==> src/tbp_defs.svh <==
// Register offsets, field positions and reset values of the timer-based PWM generator
`ifndef TBP_DEFS_SVH
`define TBP_DEFS_SVH

// ==========================================================
// Sizes
`define TBP_NUM_MATCH 7
`define TBP_NUM_OUT 6
`define TBP_ADR_W 8

// ==========================================================
// Register byte offsets
`define TBP_OFF_CTRL 8'h00
`define TBP_OFF_COUNT 8'h04
`define TBP_OFF_PRESCALE 8'h08
`define TBP_OFF_PRE_COUNT 8'h0c
`define TBP_OFF_MATCH_CTRL 8'h10
`define TBP_OFF_RELEASE 8'h14
`define TBP_OFF_PWM_CTRL 8'h18
`define TBP_OFF_INT_STATUS 8'h1c
`define TBP_OFF_INT_MASK 8'h20
`define TBP_OFF_MATCH_BASE 8'h40

// ==========================================================
// Control register fields
`define TBP_CTRL_EN 0
`define TBP_CTRL_RST 1
`define TBP_CTRL_PWM 3
`define TBP_CTRL_MODE_LO 4
`define TBP_CTRL_MODE_HI 5
`define TBP_CTRL_CAPSEL 6

// Match control: three bits per match register
`define TBP_MC_INT 0
`define TBP_MC_RESET 1
`define TBP_MC_STOP 2
`define TBP_MC_STRIDE 3

// PWM control: double-edge select at bit n (outputs 2..6), enable at bit 8+n
`define TBP_PC_ENA_BASE 8

// ==========================================================
// Reset values
`define TBP_RST_WORD 32'h0000_0000
`define TBP_RST_REL 7'h00
`define TBP_RST_PTR 2'h0

`endif

==> src/tbp_pkg.sv <==
// Types shared by the timer-based PWM generator
`default_nettype none
package tbp_pkg;
  typedef logic [31:0] tbp_word_t;
  typedef enum logic [1:0] {TBP_TIMER, TBP_CAP_RISE, TBP_CAP_FALL, TBP_CAP_BOTH} tbp_cnt_mode_t;
endpackage
`default_nettype wire

==> src/tbp_pwm_ch.sv <==
// One PWM output stage: set and clear flip-flop driven by match events
`default_nettype none
module tbp_pwm_ch
  import tbp_pkg::*;
(
  input wire logic clk_sys,
  input wire logic rst,
  input wire logic run,
  input wire logic set_ev,
  input wire logic clr_ev,
  input wire logic hold_low,
  output logic pwm_o
);

  // ==========================================================
  // Output flop
  // Clear wins over set so an edge match equal to the period match gives a low output
  always_ff @(posedge clk_sys)
  begin
    if (rst || !run)
    begin
      pwm_o <= 1'b0;
    end
    else if (clr_ev)
    begin
      pwm_o <= 1'b0;
    end
    else if (set_ev && !hold_low)
    begin
      pwm_o <= 1'b1;
    end
  end

endmodule
`default_nettype wire

==> src/tbp_top.sv <==
// Timer-based PWM generator with Wishbone register slave
//
// Our own choices: the Wishbone slave port and the placing of the registers.
`default_nettype none
`include "tbp_defs.svh"

module tbp_top
  import tbp_pkg::*;
(
  input wire logic clk_sys,
  input wire logic rst,
  input wire logic wb_cyc_i,
  input wire logic wb_stb_i,
  input wire logic wb_we_i,
  input wire logic [`TBP_ADR_W-1:0] wb_adr_i,
  input wire logic [3:0] wb_sel_i,
  input wire logic [31:0] wb_dat_i,
  output logic [31:0] wb_dat_o,
  output logic wb_ack_o,
  input wire logic [1:0] cap_in,
  output logic [6:1] pwm_out,
  output logic irq
);

  // ==========================================================
  // Storage
  tbp_word_t ctrl;
  tbp_word_t count;
  tbp_word_t prescale;
  tbp_word_t pre_count;
  tbp_word_t match_ctrl;
  tbp_word_t pwm_ctrl;
  tbp_word_t int_status;
  tbp_word_t int_mask;
  logic [`TBP_NUM_MATCH-1:0] release_bits;
  tbp_word_t shadow [0:`TBP_NUM_MATCH-1];
  tbp_word_t active [0:`TBP_NUM_MATCH-1];

  logic [1:0] cap_s1;
  logic [1:0] cap_s2;
  logic [1:0] cap_s3;

  logic [`TBP_NUM_MATCH-1:0] match_ev;
  logic [`TBP_NUM_MATCH-1:0] int_en;
  logic [`TBP_NUM_MATCH-1:0] reset_en;
  logic [`TBP_NUM_MATCH-1:0] stop_en;
  logic [`TBP_NUM_MATCH-1:0] applied;
  logic [`TBP_NUM_MATCH-1:0] rel_wr;
  logic [`TBP_NUM_MATCH-1:0] w1c;

  tbp_cnt_mode_t mode;
  logic pwm_mode;
  logic count_en;
  logic cnt_edge;
  logic advance;
  logic tick;
  logic reset_hit;
  logic stop_hit;
  logic period_ev;
  logic access;
  logic wr_req;
  logic [5:0] word_sel;
  logic [5:0] match_word;
  logic match_hit;
  logic [2:0] match_idx;
  tbp_word_t next_rd;
  tbp_word_t wr_data;

  // ==========================================================
  // Byte-lane merge for writes
  function automatic tbp_word_t tbp_merge(input tbp_word_t old_v, input tbp_word_t new_v,
                                           input logic [3:0] sel);
    tbp_word_t r;
    r = old_v;
    for (int b = 0; b < 4; b++)
    begin
      if (sel[b])
      begin
        r[8*b +: 8] = new_v[8*b +: 8];
      end
    end
    return r;
  endfunction

  // ==========================================================
  // Bus decode
  assign access = wb_cyc_i && wb_stb_i && !wb_ack_o;
  assign wr_req = access && wb_we_i;
  assign word_sel = wb_adr_i[`TBP_ADR_W-1:2];
  assign match_word = word_sel - 6'(`TBP_OFF_MATCH_BASE >> 2);
  assign match_hit = (word_sel >= 6'(`TBP_OFF_MATCH_BASE >> 2)) &&
                     (match_word < 6'(`TBP_NUM_MATCH));
  assign match_idx = match_word[2:0];

  function automatic logic tbp_is(input logic [5:0] w, input logic [7:0] off);
    return w == off[7:2];
  endfunction

  assign wr_data = wb_dat_i;
  assign rel_wr = (wr_req && tbp_is(word_sel, `TBP_OFF_RELEASE)) ?
                  (wr_data[`TBP_NUM_MATCH-1:0] & {7{wb_sel_i[0]}}) : `TBP_RST_REL;
  assign w1c = (wr_req && tbp_is(word_sel, `TBP_OFF_INT_STATUS)) ?
               (wr_data[`TBP_NUM_MATCH-1:0] & {7{wb_sel_i[0]}}) : `TBP_RST_REL;

  // ==========================================================
  // Capture input synchronisers
  // Stage one is only read by stage two; edges come from stages two and three
  always_ff @(posedge clk_sys)
  begin
    if (rst)
    begin
      cap_s1 <= `TBP_RST_PTR;
      cap_s2 <= `TBP_RST_PTR;
      cap_s3 <= `TBP_RST_PTR;
    end
    else
    begin
      cap_s1 <= cap_in;
      cap_s2 <= cap_s1;
      cap_s3 <= cap_s2;
    end
  end

  // ==========================================================
  // Count source
  assign mode = tbp_cnt_mode_t'(ctrl[`TBP_CTRL_MODE_HI:`TBP_CTRL_MODE_LO]);
  assign pwm_mode = ctrl[`TBP_CTRL_PWM];
  assign count_en = ctrl[`TBP_CTRL_EN] && !ctrl[`TBP_CTRL_RST];

  always_comb
  begin
    logic now_v;
    logic was_v;
    now_v = cap_s2[ctrl[`TBP_CTRL_CAPSEL]];
    was_v = cap_s3[ctrl[`TBP_CTRL_CAPSEL]];
    unique case (mode)
      TBP_TIMER: cnt_edge = 1'b1;
      TBP_CAP_RISE: cnt_edge = now_v && !was_v;
      TBP_CAP_FALL: cnt_edge = !now_v && was_v;
      TBP_CAP_BOTH: cnt_edge = now_v != was_v;
    endcase
  end

  assign advance = count_en && cnt_edge;
  assign tick = advance && (pre_count == prescale);

  // ==========================================================
  // Match comparison, one comparator per match register
  genvar gi;
  generate
    for (gi = 0; gi < `TBP_NUM_MATCH; gi++)
    begin : g_match
      assign match_ev[gi] = tick && (count == active[gi]);
      assign int_en[gi] = match_ctrl[`TBP_MC_STRIDE*gi + `TBP_MC_INT];
      assign reset_en[gi] = match_ctrl[`TBP_MC_STRIDE*gi + `TBP_MC_RESET];
      assign stop_en[gi] = match_ctrl[`TBP_MC_STRIDE*gi + `TBP_MC_STOP];
    end
  endgenerate

  // In PWM mode the period match always restarts the cycle
  assign reset_hit = |(match_ev & reset_en) || (pwm_mode && match_ev[0]);
  assign stop_hit = |(match_ev & stop_en);
  assign period_ev = pwm_mode && match_ev[0];

  // ==========================================================
  // Prescaler and main counter
  always_ff @(posedge clk_sys)
  begin
    if (rst || ctrl[`TBP_CTRL_RST])
    begin
      count <= `TBP_RST_WORD;
      pre_count <= `TBP_RST_WORD;
    end
    else if (wr_req && tbp_is(word_sel, `TBP_OFF_COUNT))
    begin
      count <= tbp_merge(count, wr_data, wb_sel_i);
      pre_count <= `TBP_RST_WORD;
    end
    else if (advance)
    begin
      if (pre_count == prescale)
      begin
        pre_count <= `TBP_RST_WORD;
        count <= reset_hit ? `TBP_RST_WORD : count + 32'h0000_0001;
      end
      else
      begin
        pre_count <= pre_count + 32'h0000_0001;
      end
    end
  end

  // ==========================================================
  // Control and configuration registers
  always_ff @(posedge clk_sys)
  begin
    if (rst)
    begin
      ctrl <= `TBP_RST_WORD;
    end
    else
    begin
      if (wr_req && tbp_is(word_sel, `TBP_OFF_CTRL))
      begin
        ctrl <= tbp_merge(ctrl, wr_data, wb_sel_i);
      end
      // Stop match beats a simultaneous software write so the halt is never lost
      if (stop_hit)
      begin
        ctrl[`TBP_CTRL_EN] <= 1'b0;
      end
    end
  end

  always_ff @(posedge clk_sys)
  begin
    if (rst)
    begin
      prescale <= `TBP_RST_WORD;
      match_ctrl <= `TBP_RST_WORD;
      pwm_ctrl <= `TBP_RST_WORD;
      int_mask <= `TBP_RST_WORD;
    end
    else if (wr_req)
    begin
      if (tbp_is(word_sel, `TBP_OFF_PRESCALE))
      begin
        prescale <= tbp_merge(prescale, wr_data, wb_sel_i);
      end
      if (tbp_is(word_sel, `TBP_OFF_MATCH_CTRL))
      begin
        match_ctrl <= tbp_merge(match_ctrl, wr_data, wb_sel_i) & 32'h001f_ffff;
      end
      if (tbp_is(word_sel, `TBP_OFF_PWM_CTRL))
      begin
        pwm_ctrl <= tbp_merge(pwm_ctrl, wr_data, wb_sel_i) & 32'h0000_7e7c;
      end
      if (tbp_is(word_sel, `TBP_OFF_INT_MASK))
      begin
        int_mask <= tbp_merge(int_mask, wr_data, wb_sel_i) & 32'h0000_007f;
      end
    end
  end

  // ==========================================================
  // Match shadow, release and active values
  // Writes land in the shadow copy; the compare logic only ever sees the active copy
  always_ff @(posedge clk_sys)
  begin
    if (rst)
    begin
      for (int i = 0; i < `TBP_NUM_MATCH; i++)
      begin
        shadow[i] <= `TBP_RST_WORD;
      end
    end
    else if (wr_req && match_hit)
    begin
      shadow[match_idx] <= tbp_merge(shadow[match_idx], wr_data, wb_sel_i);
    end
  end

  assign applied = period_ev ? release_bits : `TBP_RST_REL;

  // A release written in the cycle it is consumed stays pending for the next cycle
  always_ff @(posedge clk_sys)
  begin
    if (rst)
    begin
      release_bits <= `TBP_RST_REL;
    end
    else
    begin
      release_bits <= (release_bits & ~applied) | rel_wr;
    end
  end

  always_ff @(posedge clk_sys)
  begin
    if (rst)
    begin
      for (int i = 0; i < `TBP_NUM_MATCH; i++)
      begin
        active[i] <= `TBP_RST_WORD;
      end
    end
    else
    begin
      for (int i = 0; i < `TBP_NUM_MATCH; i++)
      begin
        if (!pwm_mode)
        begin
          active[i] <= shadow[i];
        end
        else if (applied[i])
        begin
          active[i] <= shadow[i];
        end
      end
    end
  end

  // ==========================================================
  // PWM outputs
  generate
    for (gi = 1; gi <= `TBP_NUM_OUT; gi++)
    begin : g_out
      logic dbl;
      logic run;
      if (gi == 1)
      begin : g_single
        assign dbl = 1'b0;
      end
      else
      begin : g_select
        assign dbl = pwm_ctrl[gi];
      end
      assign run = pwm_mode && pwm_ctrl[`TBP_PC_ENA_BASE + gi];
      tbp_pwm_ch u_ch (
        .clk_sys(clk_sys),
        .rst(rst),
        .run(run),
        .set_ev(dbl ? match_ev[gi-1] : match_ev[0]),
        .clr_ev(match_ev[gi]),
        .hold_low(!dbl && (active[gi] == `TBP_RST_WORD)),
        .pwm_o(pwm_out[gi])
      );
    end
  endgenerate

  // ==========================================================
  // Interrupts
  // Set beats a same-cycle write-one-to-clear
  always_ff @(posedge clk_sys)
  begin
    if (rst)
    begin
      int_status <= `TBP_RST_WORD;
      irq <= 1'b0;
    end
    else
    begin
      int_status[`TBP_NUM_MATCH-1:0] <= (int_status[`TBP_NUM_MATCH-1:0] & ~w1c) |
                                         (match_ev & int_en);
      irq <= |(int_status & int_mask);
    end
  end

  // ==========================================================
  // Read mux and acknowledge
  always_comb
  begin
    next_rd = `TBP_RST_WORD;
    if (match_hit)
    begin
      next_rd = shadow[match_idx];
    end
    else
    begin
      unique case (1'b1)
        tbp_is(word_sel, `TBP_OFF_CTRL): next_rd = ctrl;
        tbp_is(word_sel, `TBP_OFF_COUNT): next_rd = count;
        tbp_is(word_sel, `TBP_OFF_PRESCALE): next_rd = prescale;
        tbp_is(word_sel, `TBP_OFF_PRE_COUNT): next_rd = pre_count;
        tbp_is(word_sel, `TBP_OFF_MATCH_CTRL): next_rd = match_ctrl;
        tbp_is(word_sel, `TBP_OFF_RELEASE): next_rd = {25'h0, release_bits};
        tbp_is(word_sel, `TBP_OFF_PWM_CTRL): next_rd = pwm_ctrl;
        tbp_is(word_sel, `TBP_OFF_INT_STATUS): next_rd = int_status;
        tbp_is(word_sel, `TBP_OFF_INT_MASK): next_rd = int_mask;
        default: next_rd = `TBP_RST_WORD;
      endcase
    end
  end

  // Every access, mapped or not, is answered one cycle later
  always_ff @(posedge clk_sys)
  begin
    if (rst)
    begin
      wb_ack_o <= 1'b0;
      wb_dat_o <= `TBP_RST_WORD;
    end
    else
    begin
      wb_ack_o <= access;
      wb_dat_o <= (access && !wb_we_i) ? next_rd : `TBP_RST_WORD;
    end
  end

endmodule
`default_nettype wire

==> config.mk <==
export PLATFORM = sky130hd
export DESIGN_NAME = tbp_top
export DESIGN_NICKNAME = d
export VERILOG_FILES = /design/src/tbp_pkg.sv /design/src/tbp_pwm_ch.sv /design/src/tbp_top.sv
export VERILOG_INCLUDE_DIRS = /design/src
export SDC_FILE = /design/constraint.sdc
export NUM_CORES = 1
export LEC_CHECK = 0
export BUFFER_PORTS_ARGS = -buffer_cell sky130_fd_sc_hd__buf_2
export CELL_PAD_IN_SITES_DETAIL_PLACEMENT = 2
export CELL_PAD_IN_SITES_GLOBAL_PLACEMENT = 2
export CORE_MARGIN = 2
export CORE_UTILIZATION = 40
export CTS_CLUSTER_DIAMETER = 60
export CTS_CLUSTER_SIZE = 8
export DETAILED_ROUTE_END_ITERATION = 10
export GPL_TIMING_DRIVEN = 0
export PLACE_DENSITY = 0.86
export SETUP_SLACK_MARGIN = 0.15
export SYNTH_ARGS = -nofsm -noshare
export SYNTH_HDL_FRONTEND = slang
export SYNTH_SLANG_ARGS = --single-unit
==> constraint.sdc <==
create_clock -name clk_sys -period 8.5 [get_ports clk_sys]
set_input_delay 1.275 -clock clk_sys [delete_from_list [all_inputs] [get_ports clk_sys]]
set_output_delay 1.275 -clock clk_sys [all_outputs]
set_load 0.01 [all_outputs]
Word-level counts from Yosys, hierarchy flattened. Memory sizes are Yosys's and may differ from the RTL's. Index checks and enable logic that the tools add are counted.

Add/sub/neg operators: 3. Magnitude comparators: 3. Equality and inequality tests: 24. Multiplexer cells: 89. Bitwise operators: 26. Reductions and logical operators: 110.

Operator list (number): 2-to-1 mux 32 bit (21); one-hot mux 32 bit (9 select lines) (1); equality test 32 bit (8); logical NOT 32 bit (6); 2-to-1 mux 8 bit (16); adder 32 x 1 -> 32 bit (second input constant) (2); OR reduction 32 bit (2); AND 7 bit (7); 2-to-1 mux 1 bit (46); AND reduction 3 bit (14); logical AND 1 bit (40); equality test 6 x 3 -> 1 bit (second input constant) (4); logical NOT 1 bit (22); 2-to-1 mux 7 bit (3); OR reduction 2 bit (8); NOT 7 bit (2); bitwise OR 1 bit (14); bitwise OR 7 bit (2); equality test 6 x 2 -> 1 bit (second input constant) (2); logical OR 1 bit (8); inequality test 2 bit (second input constant) (4); AND reduction 2 bit (4); OR reduction 8 bit (1); OR reduction 7 bit (1); other kinds (15) (17).

Flip-flop bits (word level): 227. RAM bits: 448. Bits of input ports: 51. Output and inout port bits: 40. Logic and storage cells: 291. Memories: 2.

Memory list: active (depth 7, width 32, read ports 7, clocked after memory_dff 0, write ports 7, line tbp_top.sv:37) `` tbp_word_t active [0:`TBP_NUM_MATCH-1]; ``; shadow (depth 7, width 32, read ports 8, clocked after memory_dff 0, write ports 7, line tbp_top.sv:36) `` tbp_word_t shadow [0:`TBP_NUM_MATCH-1]; ``.

Logic depth before layout (Yosys ltp). Gate-level depths: netlist (run 1).

Depth in word-level cells: 15. Mapped depth: 13.

Modules after synthesis. From an unflattened synthesis (run 1), not the netlist that was laid out.

Cell total of the unflattened synthesis: 3029. Area total of the unflattened synthesis: 33797.4 um^2.

By module, submodules not included: tbp_top (instances 1, cells each 3005, area an instance 33557.2 um^2, seq. area each 18517.8 um^2); tbp_pwm_ch (instances 6, cells each 4, area an instance 40.0 um^2, seq. area each 20.0 um^2).

Least setup slack after synthesis (run 1). Ideal clock, no wire load.

Kind: input -> register. Start: input port wb_adr_i[2]. End: memory shadow[3][0] (netlist bit), enable pin. Arrival: 3584 ps. Data required time: 8106 ps. Slack: 4522 ps. Cell stages on the path: 9. Path buffers: 2. Cell sequence: and2_1 > buf_2 > a2111oi_4 > nand2_1 > or2_1 > clkbuf_1 > nor2_2 > nand2_1 > nand2b_1.

RTL lines: start: declaration (line tbp_top.sv:15) `` input wire logic [`TBP_ADR_W-1:0] wb_adr_i, ``; end: declaration (line tbp_top.sv:36).

Worst setup path after layout (run 1).
Start: input port wb_adr_i[4]. End: register wb_dat_o[19].

Word-level cells in the longest chain between the ends: 4. Elaborated cells between the ends (all ways): 16.

RTL lines: subtractor 6 x 5 -> 6 bit (line tbp_top.sv:90) `` assign match_word = word_sel - 6'(`TBP_OFF_MATCH_BASE >> 2); ``; < comparator 6 x 3 -> 1 bit (line tbp_top.sv:92) `` (match_word < 6'(`TBP_NUM_MATCH)); ``; logical AND 1 bit (line tbp_top.sv:91) `` assign match_hit = (word_sel >= 6'(`TBP_OFF_MATCH_BASE >> 2)) && ``; 2-to-1 mux 32 bit * (line tbp_top.sv:354) `if (match_hit)`; end signal: assignment (line tbp_top.sv:381) `` wb_dat_o <= `TBP_RST_WORD; ``; end signal: assignment (line tbp_top.sv:386) `` wb_dat_o <= (access && !wb_we_i) ? next_rd : `TBP_RST_WORD; ``; end: declaration (line tbp_top.sv:18) `output logic [31:0] wb_dat_o,`.

Every way passes the cells marked *; elsewhere a longest branch is shown, timed or not. A chain may end at the register's enable or synchronous reset.

==> metrics, run 1 <==
CTS tree done; residual antenna-violating net count after detailed routing 0; # IOs ~90; Port-buffer cells 80; number of synthesized flops with an enable pin 448; wire per inst around 35 µm; initial antenna violation count 5; first-pass GRT wire length 213 mm; Worst VDD drop between 0.15 and 0.2 mV; CP peak stage delay about 0.85 ns; DIE AREA between 0.08 and 0.09 mm²; slowest CP cell clkbuf_1; Internal approximately 6.1 mW; global route overflow 0; Slew HR 9.21%; combinational power share about 6.0%; Fmax between 0.2 and 0.25 GHz; gr usage total approximately a third; DP HPWL 118 mm; vias in the first global route 28,622; RR Endpoint active[4][15]; fin crit period between 4 and 5 ns; most frequent cells in the layout edfxtp_1, nor2_1, dfxtp_1; H-tree depth 3; Post-CTS Repair Setup Buffers 0; ys async rst share 0%; Power, Total 8.17 mW; CTS resizes 0; Critical Path AT around 5 ns; Leak 14.2 nW; Primary FF master, synth edfxtp_1; RSZ-0062 raised after global routing false; reg-to-reg slack, setup approximately 4.2 ns; final slew viol count 0; Iteration-0 DRC Markers about 3,200; Final Util between 40% and 50%; total CTS buffers 101; synth unique cells 64; Worst path top cell family by delay buffers and inverters; clock network fraction of total power between 40% and 50%; drt first pass iters 7; CTS sink cnt between 700 and 800; share of layout cells above drive strength 1 13.4%; Buf+Inv Stages, Crit Path 3; Worst-Skew Late Latency between 0.7 and 0.8 ns; CTS root buf clkbuf_16; Sw Share between 20% and 30%; Fin Hold WS between 0.4 and 0.5 ns; Die Wd between 200 and 300 µm; HP Start cap_s1[0]; Mapped Area roughly 0.034 mm²; HP Class reg2reg; Avg Inst Size Synth roughly 11 µm²; max_cap viols 0; CP Max Fanout 10; worst setup path start wb_adr_i[4]; DRC 0; ratio of final minimum period to clock period 52.1%; clk slew on worst S/H paths 0.05 ns; critical path launch point type primary input; die height roughly 300 µm; reg2reg start ctrl[6]; CTS max path bufs 3; Critical Path Stages 7; setup TNS 0 ns; Setup Viol. Count Final 0; run status finished clean; Yosys reg bits about 700; cells on worst reg2reg path 12; synth warn 0; WP data required around 9 ns; effective utilization at floorplan 40.2%; Slew @ Worst Pin around 1.4 ns; vias per cell 6.24; most frequent CP cell clkbuf_1; commonest non-fill, non-tap cell in the layout edfxtp_1; Core Box Area between 0.08 and 0.09 mm²; crit path capture wb_dat_o[19]; Post-Syn Instances 3,022; Critical Path End Type register; sequential share of power a little under half; crit path kind in2reg; Area growth syn-to-layout 14.7%; drt total wl ~150 mm; Cell Pwr Density about 210 mW/mm²; Rows between 100 and 150; pin count of the biggest net entering global routing 33; Clock Skew approximately 0.042 ns; Hold Vio Cnt, Final 0; part of the Yosys area used for sequential elements between 50 and 60%; GP Congestion 1.02; DR vias roughly 27,000; Total Nets Final between 3,000 and 4,000; worst-path cell chain clkbuf_1 -> clkbuf_1 -> nand2_1 -> nor3_1 -> clkbuf_1 -> a221oi_1 -> a21oi_1; NetSw around 2.0 mW; hold_buf cts 0
[worst min-delay path by stage]
| stage | endpoint | slack, ns | cells after the start |
|---|---|---|---|
| 6_report | cap_s2[0] | 0.46 | 1 |
| 5_1_grt | cap_s2[0] | 0.46 | 1 |
| 4_1_cts | cap_s2[1] | 0.46 | 1 |
| 3_5_place_dp | cap_s2[0] | 0.45 | 1 |
| 3_3_place_gp | cap_s2[1] | 0.42 | 1 |
| 2_1_floorplan | cap_s2[0] | 0.41 | 1 |
[routing by layer]
layer | GRT usage, % | share of wire [%]
met1 | 42.2 | 38
met2 | 58.0 | 48
met3 | 5.01 | 6.6
met4 | 22.9 | 7.7
met5 | 0 | 0.034
[cell usage after synthesis (10+ instances only)]
cell      count  share of area [%]
nor2b_1      43               0.80
a32o_1       14               0.42
or3_1        11               0.21
dfxtp_1     259                 15
a21oi_1     159                2.4
buf_1        10               0.11
and3_1       16               0.30
a31oi_1      10               0.19
edfxtp_1    448                 40
nand4_1      72                1.3
clkbuf_1    111                1.2
a221oi_1     15               0.39
clkbuf_2     19               0.28
a211oi_1     32               0.72
mux4_2       73                4.9
nor4_1       83                1.5
o21a_1       10               0.22
nor3_1       15               0.22
inv_1        37               0.41
a22o_1       10               0.26
nand2b_1     41               0.76
mux2_2       32                1.1
buf_2        65               0.97
xor2_1       82                2.1
o211ai_1     32               0.72
a222oi_1     13               0.39
nor2_1      357                4.0
mux2i_1      68                2.0
a22oi_1      16               0.36
and2_1      197                3.7
buf_4        10               0.22
xnor2_1     202                5.3
o21ai_0      65               0.97
nand3_1     124                1.8
nand2_1     207                2.3
[metrics by stage]
stage          setup WS, ns  instance area (µm²)  std cells
2_1_floorplan          4.52                33700       3053
3_3_place_gp           2.80                35400       4213
3_5_place_dp           3.58                35500       4216
4_1_cts                3.77                38500       4385
5_1_grt                3.90                38500       4385
6_report               4.07                38500       4387
[final cells by class]
cell class	count	area (µm²)
Clock inverter	11	185
Tap cell	1080	1350
Clock buffer	158	2790
Antenna cell	2	5.00
Buffer	219	995
Fill cell	8522	44900
Inverter	37	139
Sequential cell	707	18600
Multi-Input combinational cell	2090	13900
Timing Repair Buffer	83	460
[cell families after synthesis]
group / Yosys count / synth area share (%)
buf+inv: 256 / 3.38
fa+ha+maj: 4 / 0.149
other cells: 1 / 0.0112
simple gates: 1199 / 17.9
mux: 173 / 8.00
flops: 707 / 55.5
compound gates: 398 / 7.62
xor+xnor: 284 / 7.41
[flip-flops by register name, indices dropped and copies added (netlist names)]
register and count:
pwm_ctrl 11, pre_count 32, wb_dat_o 32, ctrl 32, match_ctrl 21, int_mask 7, wb_ack_o 1, g_out.u_ch.pwm_o 6
count 32, int_status 7, cap_s3 2, irq 1, release_bits 7, shadow 256, cap_s1 2, active 224
cap_s2 2, prescale 32
[power groups by stage]
stage               clock [mW]  sequential [mW]  combinational [mW]
floorplan                    0             3.81               0.252
global placement             0             3.83               0.443
detailed placement           0             3.85               0.467
CTS                       3.91             3.78               0.474
global route              4.04             3.78               0.498
finish                    3.90             3.78               0.490
Note: power is estimated with default switching activity, not from simulation.
==> inputs of run 2 (changes only) <==
--- a/config.mk
+++ b/config.mk
@@ -10,12 +10,12 @@
 export CELL_PAD_IN_SITES_DETAIL_PLACEMENT = 2
 export CELL_PAD_IN_SITES_GLOBAL_PLACEMENT = 2
 export CORE_MARGIN = 2
-export CORE_UTILIZATION = 40
+export CORE_UTILIZATION = 39
 export CTS_CLUSTER_DIAMETER = 60
 export CTS_CLUSTER_SIZE = 8
 export DETAILED_ROUTE_END_ITERATION = 10
 export GPL_TIMING_DRIVEN = 0
-export PLACE_DENSITY = 0.86
+export PLACE_DENSITY = 0.87
 export SETUP_SLACK_MARGIN = 0.15
 export SYNTH_ARGS = -nofsm -noshare
 export SYNTH_HDL_FRONTEND = slang
==> constraint.sdc (replaced) <==
create_clock -name clk_sys -period 4 [get_ports clk_sys]
set_input_delay 0.6 -clock clk_sys [delete_from_list [all_inputs] [get_ports clk_sys]]
set_output_delay 0.6 -clock clk_sys [all_outputs]
set_load 0.01 [all_outputs]
==> metrics, run 2 (same netlist as run 1, synthesis figures left out) <==
run status finished clean; GP Congestion 1.01 (-1.4%); met1 Usage GRT 41.1% (-1.1 points); Finished Cell Area 0.0390 mm² (+1.2%); total CTS buffers 101 (unchanged); CP Max Fanout 10 (unchanged); first-pass GRT wire length 213 mm (about the same); Leak 14.4 nW (+1.2%); DR vias 27,455 (+0.22%); dpl ws -0.715 ns (-4.29 ns); final slew viol count 0 (unchanged); global route overflow 0 (unchanged); register area 0.0186 mm² (unchanged); critical path launch point type register; reg-to-reg slack, setup 0.18 ns (-3.99 ns); met2 GRT Util 54.8% (-3.2 points); Internal 13.1 mW (+110%); Slew @ Worst Pin 1.46 ns (+0.0985 ns); drt total wl 152 mm (about the same); CTS tree done; wire per inst 34.1 µm (-1.4%); Filler cells 8,652 (+1.5%); Fmax ~0.26 GHz; Worst Hold End cap_s1[1]; Total Nets Final 3,306 (+0.36%); Iteration-0 DRC Markers 3,119 (-1.4%); gr usage total 33.4% (-1.4 points); Cell Pwr Density 448 mW/mm² (+110%); Sw Share 25.0% (+0.071 points); Critical Path End Type register; CTS root buf clkbuf_16; vias in the first global route 28,929 (+1.1%); Rows 107 (+0.94%); clk slew on worst S/H paths 0.06 ns (about the same); Regs by FF count shadow (256), active (224); Critical Path AT 4.31 ns (-0.69 ns); Slew HR 2.64% (-6.6 points); sequential share of power 46.0% (-0.3 points); multi-input logic area 0.0142 mm² (+1.9%); Top Usage Layer GRT met2; WP data required 4.50 ns (-4.57 ns); RSZ-0062 raised after global routing true; worst hold stages 2 (+1); cells on worst reg2reg path 10 (-2); residual antenna-violating net count after detailed routing 0 (unchanged); worst setup path start count[2]; CTS max path bufs 3 (unchanged); placed cell area 0.0356 mm² (+0.23%); Die Wd 297 µm (+1.3%); NetSw 4.37 mW (+110%); most frequent cells in the layout edfxtp_1, nor2_1, dfxtp_1; initial antenna violation count 6 (+1); commonest non-fill, non-tap cell in the layout edfxtp_1; Clock Skew 0.0606 ns (+0.0186 ns); DP HPWL 116 mm (-1.3%); max_cap viols 0 (unchanged); vias per cell 6.16 (-1.3%); H-tree depth 3 (unchanged); Final Util 45.7% (-0.46 points); largest register by flop count shadow; DIE AREA 0.0884 mm² (+2.5%); combinational power share 6.0% (about the same); die height 297 µm (+1.3%); Hold Vio Cnt, Final 0 (unchanged); max reg flops 256 (unchanged); Area growth syn-to-layout 16.1%; pin count of the biggest net entering global routing 33 (unchanged); Power, Total 17.5 mW (+110%); RR Endpoint count[27]; Core Box Area 0.0853 mm² (+2.2%); crit path kind reg2reg; Worst-Skew Late Latency 0.71 ns (about the same); HP Class in2reg; ratio of final minimum period to clock period about 95%; Worst VDD drop 0.358 mV (+120%); clock network fraction of total power 48.0% (+0.3 points); # IOs 91 (unchanged); CTS sink cnt 707 (unchanged); fin crit period approximately 3.8 ns; Setup Viol. Count Final 0 (unchanged); drt first pass iters 9 (+2); DRC 0 (unchanged); reg2reg start count[2]; HP Start cap_in[1]; post-route setup slack 0.182 ns (-3.89 ns); share of layout cells above drive strength 1 14.1% (+0.68 points); effective utilization at floorplan 39.4% (-0.88 points); Port-buffer cells 80 (unchanged); met3 Track Usage GR 5.00% (-0.012 points)
-- run 2: worst max-delay path by stage --
stage                     slack, ns            end
after detailed placement      -0.71  active[2][27]
after global routing           0.09  active[3][17]
after global placement        -1.05  shadow[4][29]
after CTS                      0.16  active[2][16]
after floorplan                0.46   active[0][0]
final                          0.18      count[27]
-- run 2: repair_timing --
action / CTS / global route
buffers inserted: 1 / 6
endpoints found under the setup margin: 300 / 366
hold buffers: 0 / 0
pin swaps: 1 / 2
gates resized for setup: 23 / 21
gates cloned: 1 / 4
-- run 2: metrics by stage --
stage	TNS, ns	instances	hold slack [ns]
final	0	4455	0.137
after global routing	0	4453	0.141
after CTS	0	4443	0.118
after detailed placement	-132.96	4280	0.443
after global placement	-209.99	4277	0.420
after floorplan	0	3053	0.414
-- run 2: power by group through the flow --
stage	combinational, mW	clock [mW]	sequential (mW)
6_report	1.05	8.37	8.03
3_3_place_gp	0.944	0	8.15
5_1_grt	1.07	8.68	8.03
4_1_cts	1.00	8.39	8.02
2_1_floorplan	0.534	0	8.10
3_5_place_dp	0.987	0	8.17
-- run 2: layout make-up --
cell class / count / share of cell area [%]
Buffer: 219 / 2.56
Inverter: 37 / 0.356
Multi-Input combinational cell: 2095 / 36.5
Timing Repair Buffer: 90 / 1.41
Clock inverter: 11 / 0.636
Clock buffer: 150 / 7.06
Sequential cell: 707 / 47.8
Tap cell: 1144 / 3.67
Antenna cell: 2 / 0.0128
-- run 2: critical path, cell delays in order, from the launching register on --
cell      delay [ns]
dfxtp_1         0.36
buf_2           0.28
xnor2_1         0.63
nand4_1         0.38
nor4_1          0.46
nand2_1         0.31
o21ai_0         0.36
o31ai_4         0.18
clkbuf_1        0.34
nand3_1         0.21
a211oi_1        0.11
-- run 2: per-layer routing --
layer / wire (µm) / share of wire [%] / up-vias
met5: 103 / 0.068 / -
met4: 11400 / 7.5 / 4
met3: 10700 / 7.0 / 445
met2: 71800 / 47 / 1392
met1: 58000 / 38 / 14332
li1: - / - / 11282
